==> config.mk <==
export PLATFORM = sky130hd
export DESIGN_NAME = msc_stats
export DESIGN_NICKNAME = d
export VERILOG_FILES = /design/src/include/msc_pkg.sv /design/src/logic/msc_stats.sv /design/src/logic/msc_counter.sv
export SDC_FILE = /design/constraint.sdc
export NUM_CORES = 1
export LEC_CHECK = 0
export BUFFER_PORTS_ARGS = -buffer_cell sky130_fd_sc_hd__buf_4
export CAP_MARGIN = 20
export CORE_MARGIN = 1
export CORE_UTILIZATION = 25
export CTS_BUF_LIST = sky130_fd_sc_hd__clkbuf_16
export CTS_CLUSTER_SIZE = 40
export DETAILED_ROUTE_END_ITERATION = 7
export MAX_ROUTING_LAYER = met4
export PLACE_DENSITY = 0.51
export SETUP_SLACK_MARGIN = 0.1
export SYNTH_ARGS = -nofsm -noshare
export SYNTH_HDL_FRONTEND = slang
export SYNTH_HIERARCHICAL = 1
export SYNTH_SLANG_ARGS = --single-unit
==> constraint.sdc <==
create_clock -name clk_i -period 2.7 [get_ports clk_i]
set_input_delay 0.54 -clock clk_i [delete_from_list [all_inputs] [get_ports clk_i]]
set_output_delay 0.54 -clock clk_i [all_outputs]
set_load 0.1 [all_outputs]
==> src/include/msc_pkg.sv <==
// Package for the MAC statistics counter bank: offsets, indices, fields and reset values
package msc_pkg;

  // Bus geometry
  localparam int unsigned MSC_ADR_W  = 12;
  localparam int unsigned MSC_DAT_W  = 32;
  localparam int unsigned MSC_SEL_W  = 4;
  localparam int unsigned MSC_CNT_W  = 32;
  localparam int unsigned MSC_NUM_CNT = 5;

  // Register byte offsets (all word aligned)
  localparam logic [11:0] MSC_OFS_RX_FRAME    = 12'h200;
  localparam logic [11:0] MSC_OFS_RX_GOOD     = 12'h204;
  localparam logic [11:0] MSC_OFS_TX_FRAME    = 12'h300;
  localparam logic [11:0] MSC_OFS_TX_BYTE     = 12'h308;
  localparam logic [11:0] MSC_OFS_TX_GOOD_BYTE = 12'h30C;
  localparam logic [11:0] MSC_OFS_CTRL        = 12'h3F0;
  localparam logic [11:0] MSC_OFS_WRAP        = 12'h3F4;

  // Counter slot indices inside the bank
  localparam int unsigned MSC_IDX_RX_FRAME     = 0;
  localparam int unsigned MSC_IDX_RX_GOOD      = 1;
  localparam int unsigned MSC_IDX_TX_FRAME     = 2;
  localparam int unsigned MSC_IDX_TX_BYTE      = 3;
  localparam int unsigned MSC_IDX_TX_GOOD_BYTE = 4;

  // Control register fields
  localparam int unsigned MSC_CTRL_EN_BIT = 0;

  // Reset values
  localparam logic [31:0] MSC_CNT_RESET  = 32'h0000_0000;
  localparam logic        MSC_EN_RESET   = 1'h1;
  localparam logic [4:0]  MSC_WRAP_RESET = 5'h00;
  localparam logic [31:0] MSC_READ_ZERO  = 32'h0000_0000;

endpackage : msc_pkg

==> src/logic/msc_stats.sv <==
// MAC statistics counter bank with a classic Wishbone slave
//
// Chosen here: the Wishbone slave port.
`timescale 1ns/1ps
`default_nettype none

module msc_stats #(
  parameter int unsigned CNT_W = msc_pkg::MSC_CNT_W
) (
  input  wire logic                          clk_i,
  input  wire logic                          rst_i,
  // Wishbone classic slave
  input  wire logic [msc_pkg::MSC_ADR_W-1:0] adr_i,
  input  wire logic [msc_pkg::MSC_DAT_W-1:0] dat_i,
  output var  logic [msc_pkg::MSC_DAT_W-1:0] dat_o,
  input  wire logic                          we_i,
  input  wire logic [msc_pkg::MSC_SEL_W-1:0] sel_i,
  input  wire logic                          cyc_i,
  input  wire logic                          stb_i,
  output var  logic                          ack_o,
  // MAC event strobes, one clock wide per event
  input  wire logic                          rx_frame_i,
  input  wire logic                          rx_frame_valid_i,
  input  wire logic                          tx_frame_i,
  input  wire logic                          tx_byte_i,
  input  wire logic                          tx_byte_valid_i
);
  import msc_pkg::*;

  // Elaboration checks: the decode and the flag word assume this geometry
  if (CNT_W < 1 || CNT_W > MSC_DAT_W) begin : g_bad_cnt_w
    $error("msc_stats: CNT_W must lie between 1 and the bus width");
  end
  if (MSC_ADR_W != 12) begin : g_bad_adr_w
    $error("msc_stats: the register offsets are 12-bit byte addresses");
  end
  if (MSC_NUM_CNT > MSC_DAT_W || MSC_CTRL_EN_BIT >= MSC_DAT_W) begin : g_bad_fields
    $error("msc_stats: register fields must fit in one data word");
  end
  if (MSC_SEL_W * 8 != MSC_DAT_W) begin : g_bad_sel_w
    $error("msc_stats: one byte select per data byte is expected");
  end
  // Word decode drops address bits 1:0, so every offset must be word aligned
  if (MSC_OFS_RX_FRAME[1:0]     != 2'b00 ||
      MSC_OFS_RX_GOOD[1:0]      != 2'b00 ||
      MSC_OFS_TX_FRAME[1:0]     != 2'b00 ||
      MSC_OFS_TX_BYTE[1:0]      != 2'b00 ||
      MSC_OFS_TX_GOOD_BYTE[1:0] != 2'b00 ||
      MSC_OFS_CTRL[1:0]         != 2'b00 ||
      MSC_OFS_WRAP[1:0]         != 2'b00) begin : g_bad_align
    $error("msc_stats: every register offset must be word aligned");
  end

  // ---------------------------------------------------------------
  // Event collection
  // ---------------------------------------------------------------
  logic [MSC_NUM_CNT-1:0] events;
  logic [MSC_NUM_CNT-1:0] wrap_pulse;
  logic [CNT_W-1:0]       count_val [MSC_NUM_CNT];

  assign events[MSC_IDX_RX_FRAME]     = rx_frame_i;
  assign events[MSC_IDX_RX_GOOD]      = rx_frame_valid_i;
  assign events[MSC_IDX_TX_FRAME]     = tx_frame_i;
  assign events[MSC_IDX_TX_BYTE]      = tx_byte_i;
  assign events[MSC_IDX_TX_GOOD_BYTE] = tx_byte_valid_i;

  // ---------------------------------------------------------------
  // Control: counting enable
  // ---------------------------------------------------------------
  // Pausing only stops increments; it never clears, so values stay
  // meaningful across a pause.
  logic count_en;

  logic bus_req;
  logic bus_wr;
  logic bus_rd;
  logic [MSC_ADR_W-1:0] word_adr;

  assign bus_req  = cyc_i & stb_i & ~ack_o;
  assign bus_wr   = bus_req & we_i;
  assign bus_rd   = bus_req & ~we_i;
  assign word_adr = {adr_i[MSC_ADR_W-1:2], 2'b00};

  always_ff @(posedge clk_i) begin
    if (rst_i) begin
      count_en <= MSC_EN_RESET;
    end else if (bus_wr && word_adr == MSC_OFS_CTRL && sel_i[0]) begin
      count_en <= dat_i[MSC_CTRL_EN_BIT];
    end
  end

  // ---------------------------------------------------------------
  // Counter bank
  // ---------------------------------------------------------------
  // reset-only clear
  for (genvar g = 0; g < MSC_NUM_CNT; g++) begin : g_cnt
    msc_counter #(
      .WIDTH (CNT_W)
    ) u_counter (
      .clk_i   (clk_i),
      .rst_i   (rst_i),
      .inc_i   (events[g]),
      .en_i    (count_en),
      .count_o (count_val[g]),
      .wrap_o  (wrap_pulse[g])
    );
  end

  // Named views of the bank
  logic [CNT_W-1:0] rx_all_frames_value;
  logic [CNT_W-1:0] rx_valid_frames_value;
  logic [CNT_W-1:0] tx_all_frames_value;
  logic [CNT_W-1:0] tx_all_bytes_value;
  logic [CNT_W-1:0] tx_valid_bytes_value;

  assign rx_all_frames_value   = count_val[MSC_IDX_RX_FRAME];
  assign rx_valid_frames_value = count_val[MSC_IDX_RX_GOOD];
  assign tx_all_frames_value   = count_val[MSC_IDX_TX_FRAME];
  assign tx_all_bytes_value    = count_val[MSC_IDX_TX_BYTE];
  assign tx_valid_bytes_value  = count_val[MSC_IDX_TX_GOOD_BYTE];

  // ---------------------------------------------------------------
  // Sticky wrap flags, write one to clear
  // ---------------------------------------------------------------
  // These help software spot a missed rollover when the interval
  // advice was not kept; a wrap in the clearing cycle survives.
  logic [MSC_NUM_CNT-1:0] wrap_flags;
  logic [MSC_NUM_CNT-1:0] wrap_clr;

  assign wrap_clr = (bus_wr && word_adr == MSC_OFS_WRAP && sel_i[0]) ?
                    dat_i[MSC_NUM_CNT-1:0] : '0;

  always_ff @(posedge clk_i) begin
    if (rst_i) begin
      wrap_flags <= MSC_WRAP_RESET;
    end else begin
      wrap_flags <= (wrap_flags & ~wrap_clr) | wrap_pulse;
    end
  end

  // ---------------------------------------------------------------
  // Read path
  // ---------------------------------------------------------------
  // Map by byte offset; counters are read-only:
  //   0x200 all received frames      0x204 valid received frames
  //   0x300 all transmitted frames   0x308 all transmitted bytes
  //   0x30C valid transmitted bytes
  //   0x3F0 bit 0 counting enable, read/write, set after reset
  //   0x3F4 bits 4:0 wrap flags, write one to clear
  //   Anything else reads zero and drops writes
  // Bus bits 7:0 carry the byte at the lowest address of each word,
  // so a byte-wide reader at offset +0 sees the least significant byte.
  logic [MSC_DAT_W-1:0] next_dat;

  function automatic logic [MSC_DAT_W-1:0] widen(input logic [CNT_W-1:0] v);
    logic [MSC_DAT_W-1:0] r;
    r = '0;
    r[CNT_W-1:0] = v;
    return r;
  endfunction : widen

  always_comb begin
    next_dat = MSC_READ_ZERO;
    case (word_adr)
      MSC_OFS_RX_FRAME:     next_dat = widen(rx_all_frames_value);
      MSC_OFS_RX_GOOD:      next_dat = widen(rx_valid_frames_value);
      MSC_OFS_TX_FRAME:     next_dat = widen(tx_all_frames_value);
      MSC_OFS_TX_BYTE:      next_dat = widen(tx_all_bytes_value);
      MSC_OFS_TX_GOOD_BYTE: next_dat = widen(tx_valid_bytes_value);
      MSC_OFS_CTRL: begin
        next_dat[MSC_CTRL_EN_BIT] = count_en;
      end
      MSC_OFS_WRAP: begin
        next_dat[MSC_NUM_CNT-1:0] = wrap_flags;
      end
      default:              next_dat = MSC_READ_ZERO;
    endcase
  end

  // Data is captured at the request edge so it matches the ack cycle;
  // an event landing that same edge shows on the next read.
  always_ff @(posedge clk_i) begin
    if (rst_i) begin
      dat_o <= MSC_READ_ZERO;
    end else if (bus_rd) begin
      dat_o <= next_dat;
    end else if (bus_wr) begin
      dat_o <= MSC_READ_ZERO;
    end
  end

  // Every access, mapped or not, answers after one cycle; writes to
  // counters are taken and dropped since they are read-only.
  always_ff @(posedge clk_i) begin
    if (rst_i) begin
      ack_o <= 1'b0;
    end else begin
      ack_o <= bus_req;
    end
  end

endmodule : msc_stats

`default_nettype wire

==> src/logic/msc_counter.sv <==
// One wrapping statistics counter with a registered wrap pulse
`timescale 1ns/1ps
`default_nettype none

module msc_counter #(
  parameter int unsigned WIDTH = 32
) (
  input  wire logic             clk_i,
  input  wire logic             rst_i,
  input  wire logic             inc_i,
  input  wire logic             en_i,
  output var  logic [WIDTH-1:0] count_o,
  output var  logic             wrap_o
);
  import msc_pkg::*;

  if (WIDTH < 1 || WIDTH > MSC_DAT_W) begin : g_bad_width
    $error("msc_counter: WIDTH must lie between 1 and the bus width");
  end

  logic step;
  assign step = inc_i & en_i;

  always_ff @(posedge clk_i) begin
    if (rst_i) begin
      count_o <= MSC_CNT_RESET[WIDTH-1:0];
    end else if (step) begin
      count_o <= count_o + {{(WIDTH-1){1'b0}}, 1'b1};
    end
  end

  // Pulse in the cycle after the all-ones value rolls over to zero
  always_ff @(posedge clk_i) begin
    if (rst_i) begin
      wrap_o <= 1'b0;
    end else begin
      wrap_o <= step & (&count_o);
    end
  end

endmodule : msc_counter

`default_nettype wire

==> results.ini, run 1 <==
[die]
core_area_um2=42100
ios=91
start_util=0.255
die_y_um=209
row_count=75
die_w_um=209
die_area_um2=43800

[cells_and_area]
area_growth_pct=15.0
multi_input_area_um2=6150
regArea_um2=4080
final_cell_mix=dfxtp_1, nand2_1, a21oi_1
drive_gt1_frac=0.124
final_util=0.293
fin_nets=1295
final_common_cell=dfxtp_1
nFillCells=4454
layout.cells.non_filler=1788

[synthesis]
synth_area_per_cell_um2=8.94
synthXorXnorAreaFrac=0.0448
synth_cell_types=57
synth_mux_area_frac=0.0706
synth_edf_count=0
synthAdderAreaFrac=0.00582
synth_area_um2=10700
synth.area.top_cells=dfxtp_1, mux2i_1, or4_1, a21oi_1, o31ai_1
synth_flop_cell=dfxtp_1
synth_nets=1265
ys_seq_area_frac=0.380
synth_cells=1202
async_flop_share=0
ys_warn_count=6
ys_seq_elements=204
synth_top_family_by_area=simple AND/OR/NAND/NOR gates
synth_compound_area_frac=0.176
synth-simple-area-share=0.275
synth.top_cell.area_share=0.380
yosys.area.top_type=dfxtp_1

[min_path]
holdPathStages=3
hold_class=input port to flop

[power]
power_density_nw_per_um2=534
leakage_nw=3.97
peakVddDrop_mv=0.419

[timing]
fmax_mhz=430
rsz0062_at_grt=no
final_hold_viol_count=0
slew_violations=0
fin_setup_tns_ps=0
skew_ps=15.8
min_period_over_period=0.861
tightestPinTransition_ps=622
setup_viol_count_final=0
maxSlewHeadroom=0.585
layout_min_cycle_time_ps=2330

[clock_network]
cts.repair.resized=0
path_clk_slew_ps=60
cts_tree=built
hold_buffers=0
cts_sinks=204
cts_setup_buffers=0
numCtsBuffers=25
cts-root-buf=clkbuf_16
h-tree-depth=1
worstSkewPairLatency_ps=530
clockBufferDepth=3

[route]
vias=9607
drtPass1Iterations=5
drc_errors=0
totalWireLength_mm=32.8
routed_via_density=5.37
drt-wirelength-per-cell_um=18.3
antenna_left=0
drt-initial-drc-count=575

[setup_path]
cp_common_cell=or4_1
cp.depth=4
cp.required_ps=3160
crit_path_end_kind=flop
path_delay_family=simple AND/OR/NAND/NOR gates
crit_chain=nand3_1 > or4_1 > or4_1 > a21oi_1
crit_type=flop to flop
worstPathMaxFanout=13
max_stage_delay_ps=790
worst-path-buf-inv=0
worstPathArrival_ps=2790
reg2reg_depth=4
cp-start-kind=flop
critPathSlowestCell=or4_1

[grt]
antenna_found_initial=1
grt-ovfl-total=0
grt_usage=0.152
grt_pass1_vias=8873
grt_max_degree=49
grt_pass1_wl_mm=51.5

[outcome]
status=finished, final reports clean

[job]
max_cap_viol_count=0

[placed_design]
dp_hpwl_mm=23.6
gp_congestion=0.843
numPlacedInstances=1744
port_buffers=58

[path summary, 6_finish.rpt]
path / end / startpoint / slack [ps]
setup / recovery: g_cnt[1].u_counter/count_o[24] / g_cnt[1].u_counter/count_o[9] / 370
hold / removal: count_en / dat_i[0] / 300
setup reg to reg: g_cnt[1].u_counter/count_o[24] / g_cnt[1].u_counter/count_o[9] / 370
hold reg to reg: dat_o[30] / dat_o[30] / 480
[power by group]
group	leakage (nW)	internal (mW)	switching [mW]	total, mW
Combinational	1.92	0.0953	0.174	0.270
Sequential	1.64	3.03	0.0255	3.05
Clock	0.405	1.95	1.32	3.27
Total	3.97	5.07	1.52	6.59
[synth_stat cells, types with 6 or more instances]
cell and number:
mux2_2 6, mux2i_1 69, or4_1 90, o221ai_1 6, clkbuf_1 36, clkbuf_8 7
and4_1 30, nor2_1 76, a21oi_1 100, dfxtp_1 204, inv_1 11, nor2b_1 6
nor4_1 11, or3_1 31, nand2_1 112, o21ai_0 25, nand3_1 59, or2_2 6
buf_2 11, a22o_1 27, nor3_1 8, xor2_1 50, nand2b_1 6, nand4_1 47
o221ai_2 20, o31ai_1 65, buf_6 10, and2_1 10
[routing by layer]
layer  global-route usage  vias up  share of wire
met5                    -        -              0
met4               0.0461        0          0.025
met3               0.0214       46          0.049
met2                0.227      188           0.45
met1                0.212     4680           0.48
li1                     -     4693              -
[worst reg2reg max path: stages (launching register included)]
cell and delay, ps:
dfxtp_1 410, nand3_1 340, or4_1 800, or4_1 560, a21oi_1 160
[registers in the layout, indices dropped and copies added (netlist names)]
signal and cells:
dat_o 32, wrap_flags 5, count_en 1, g_cnt.u_counter/wrap_o 5
g_cnt.u_counter/count_o 160, ack_o 1
[cells by family after synthesis]
| group | after synthesis |
|---|---|
| AND/OR/NAND/NOR | 515 |
| AO/OA/AOI/OAI | 267 |
| flip-flops | 204 |
| buffers and inverters | 81 |
| multiplexers | 75 |
| XOR/XNOR | 55 |
| adder cells (fa/ha/maj) | 5 |
[metrics by stage]
step	setup WS [ps]	area, um2	hold slack, ps	total power, mW
finish	374	12400	299	6.59
global route	177	12400	324	6.83
CTS	377	12300	280	6.70
detailed placement	210	11600	459	3.39
global placement	222	11600	463	3.39
floorplan	379	10700	456	3.29
[cell type report]
class	instances	area share
Multi-Input combinational cell	917	0.498
Sequential cell	204	0.331
Tap cell	539	0.0546
Clock buffer	25	0.0507
Timing Repair Buffer	73	0.0497
Clock inverter	18	0.0129
Inverter	11	0.00334
Antenna cell	1	0.000203
No activity file was read; power rests on OpenSTA's default activity.
==> run 2, diff against run 1 <==
- MAX_ROUTING_LAYER: met4 -> not set
==> results.ini, run 2 (synthesized netlist as in run 1, its figures left out) <==
[die]
ios=91
die_y_um=209
die_area_um2=43800
core_area_um2=42100
row_count=75
start_util=0.255
die_w_um=209

[power]
power_density_nw_per_um2=534
leakage_nw=3.97
p_sw_frac=0.231
power.share.clock=0.496
power_mw=6.60
peakVddDrop_mv=0.420
combPwrFrac=0.041
intPower_mw=5.07
pwr-share-seq=0.463
switchingPower_mw=1.52

[clock_network]
clockBufferDepth=3
cts-root-buf=clkbuf_16
h-tree-depth=1
numCtsBuffers=25
cts_setup_buffers=0
cts_tree=built
cts_sinks=204
cts.repair.resized=0
path_clk_slew_ps=60
hold_buffers=0
worstSkewPairLatency_ps=530

[timing]
min_period_over_period=0.860
setup_viol_count_final=0
layout_min_cycle_time_ps=2320
tightestPinTransition_ps=626
setup_ws_ps=378
fin_setup_tns_ps=0
skew_ps=15.5
fmax_mhz=431
hold-worst-slack_ps=297
slew_violations=0
final_hold_viol_count=0
maxSlewHeadroom=0.582
rsz0062_at_grt=no

[min_path]
holdPathStages=3
hold_class=input port to flop

[grt]
grt_pass1_wl_mm=51.5
grt_pass1_vias=8894
antenna_found_initial=1
grt_usage=0.148
grt_max_degree=49
grt-ovfl-total=0

[placed_design]
placed_area_um2=11600
dp_hpwl_mm=23.6
port_buffers=58
gp_congestion=0.828
post-place-ws_ps=210
numPlacedInstances=1744

[cells_and_area]
fin_nets=1295
largest_reg_flops=160
final_common_cell=dfxtp_1
design_area_um2=12400
nFillCells=4457
layout.cells.non_filler=1788
final_cell_mix=dfxtp_1, nand2_1, a21oi_1
area_growth_pct=15.0
top_regs=g_cnt.u_counter/count_o (160), dat_o (32)
drive_gt1_frac=0.124
final_util=0.293
regMostFlops=g_cnt.u_counter/count_o

[setup_path]
critPathSlowestCell=or4_1
crit_type=flop to flop
reg2reg_depth=5
cp.required_ps=3140
max_stage_delay_ps=750
crit_path_end_kind=flop
worstPathArrival_ps=2760
cp-start-kind=flop
crit_chain=ha_1 > nand4_1 > or4_1 > or3_1 > nor3_1
worstPathMaxFanout=13

[route]
vias=9601
drt-wirelength-per-cell_um=18.4
drt-initial-drc-count=577
drtPass1Iterations=5
totalWireLength_mm=32.8
antenna_left=0
drc_errors=0
routed_via_density=5.37

[outcome]
status=finished, final reports clean

[job]
max_cap_viol_count=0

[run 2: cell counts in the layout (fill, tap and decap cells not counted)]
Identical to the previous run, type by type.
[run 2: worst paths after layout]
path | slack (ps) | end | from
worst max register to register | 380 | g_cnt[0].u_counter/wrap_o | g_cnt[0].u_counter/count_o[0]
worst max-delay path | 380 | g_cnt[0].u_counter/wrap_o | g_cnt[0].u_counter/count_o[0]
worst min-delay path | 300 | count_en | dat_i[0]
worst min register to register | 480 | dat_o[30] | dat_o[30]
[run 2: worst max-delay path, delay by kind of cell, from the launching register on]
family | cells | cell delay (ps)
AND/OR/NAND/NOR | 4 | 1560
flip-flops | 1 | 440
adder cells (fa/ha/maj) | 1 | 220
[run 2: metal layers]
metal | global-route usage | up-vias | part of all wire
li1 | - | 4682 | -
met1 | 0.211 | 4662 | 0.48
met2 | 0.227 | 213 | 0.45
met3 | 0.0217 | 44 | 0.051
met4 | 0.0461 | 0 | 0.025
met5 | 0 | - | 0
[run 2: power by group through the flow]
| stage | combinational [mW] | clock (mW) | sequential [mW] |
|---|---|---|---|
| after global placement | 0.271 | 0 | 3.12 |
| final | 0.270 | 3.27 | 3.05 |
| after global routing | 0.297 | 3.48 | 3.05 |
| after detailed placement | 0.272 | 0 | 3.12 |
| after CTS | 0.274 | 3.37 | 3.05 |
| after floorplan | 0.179 | 0 | 3.11 |
[run 2: layout make-up]
type                       count  area, um2  area share
antenna                        1       2.50    0.000203
clock buffer                  25        626      0.0507
clock inverter                18        159      0.0129
inverter                      11       41.3     0.00334
multi-input combinational    917       6150       0.498
sequential                   204       4080       0.331
tap                          539        674      0.0546
timing repair buffer          73        614      0.0497
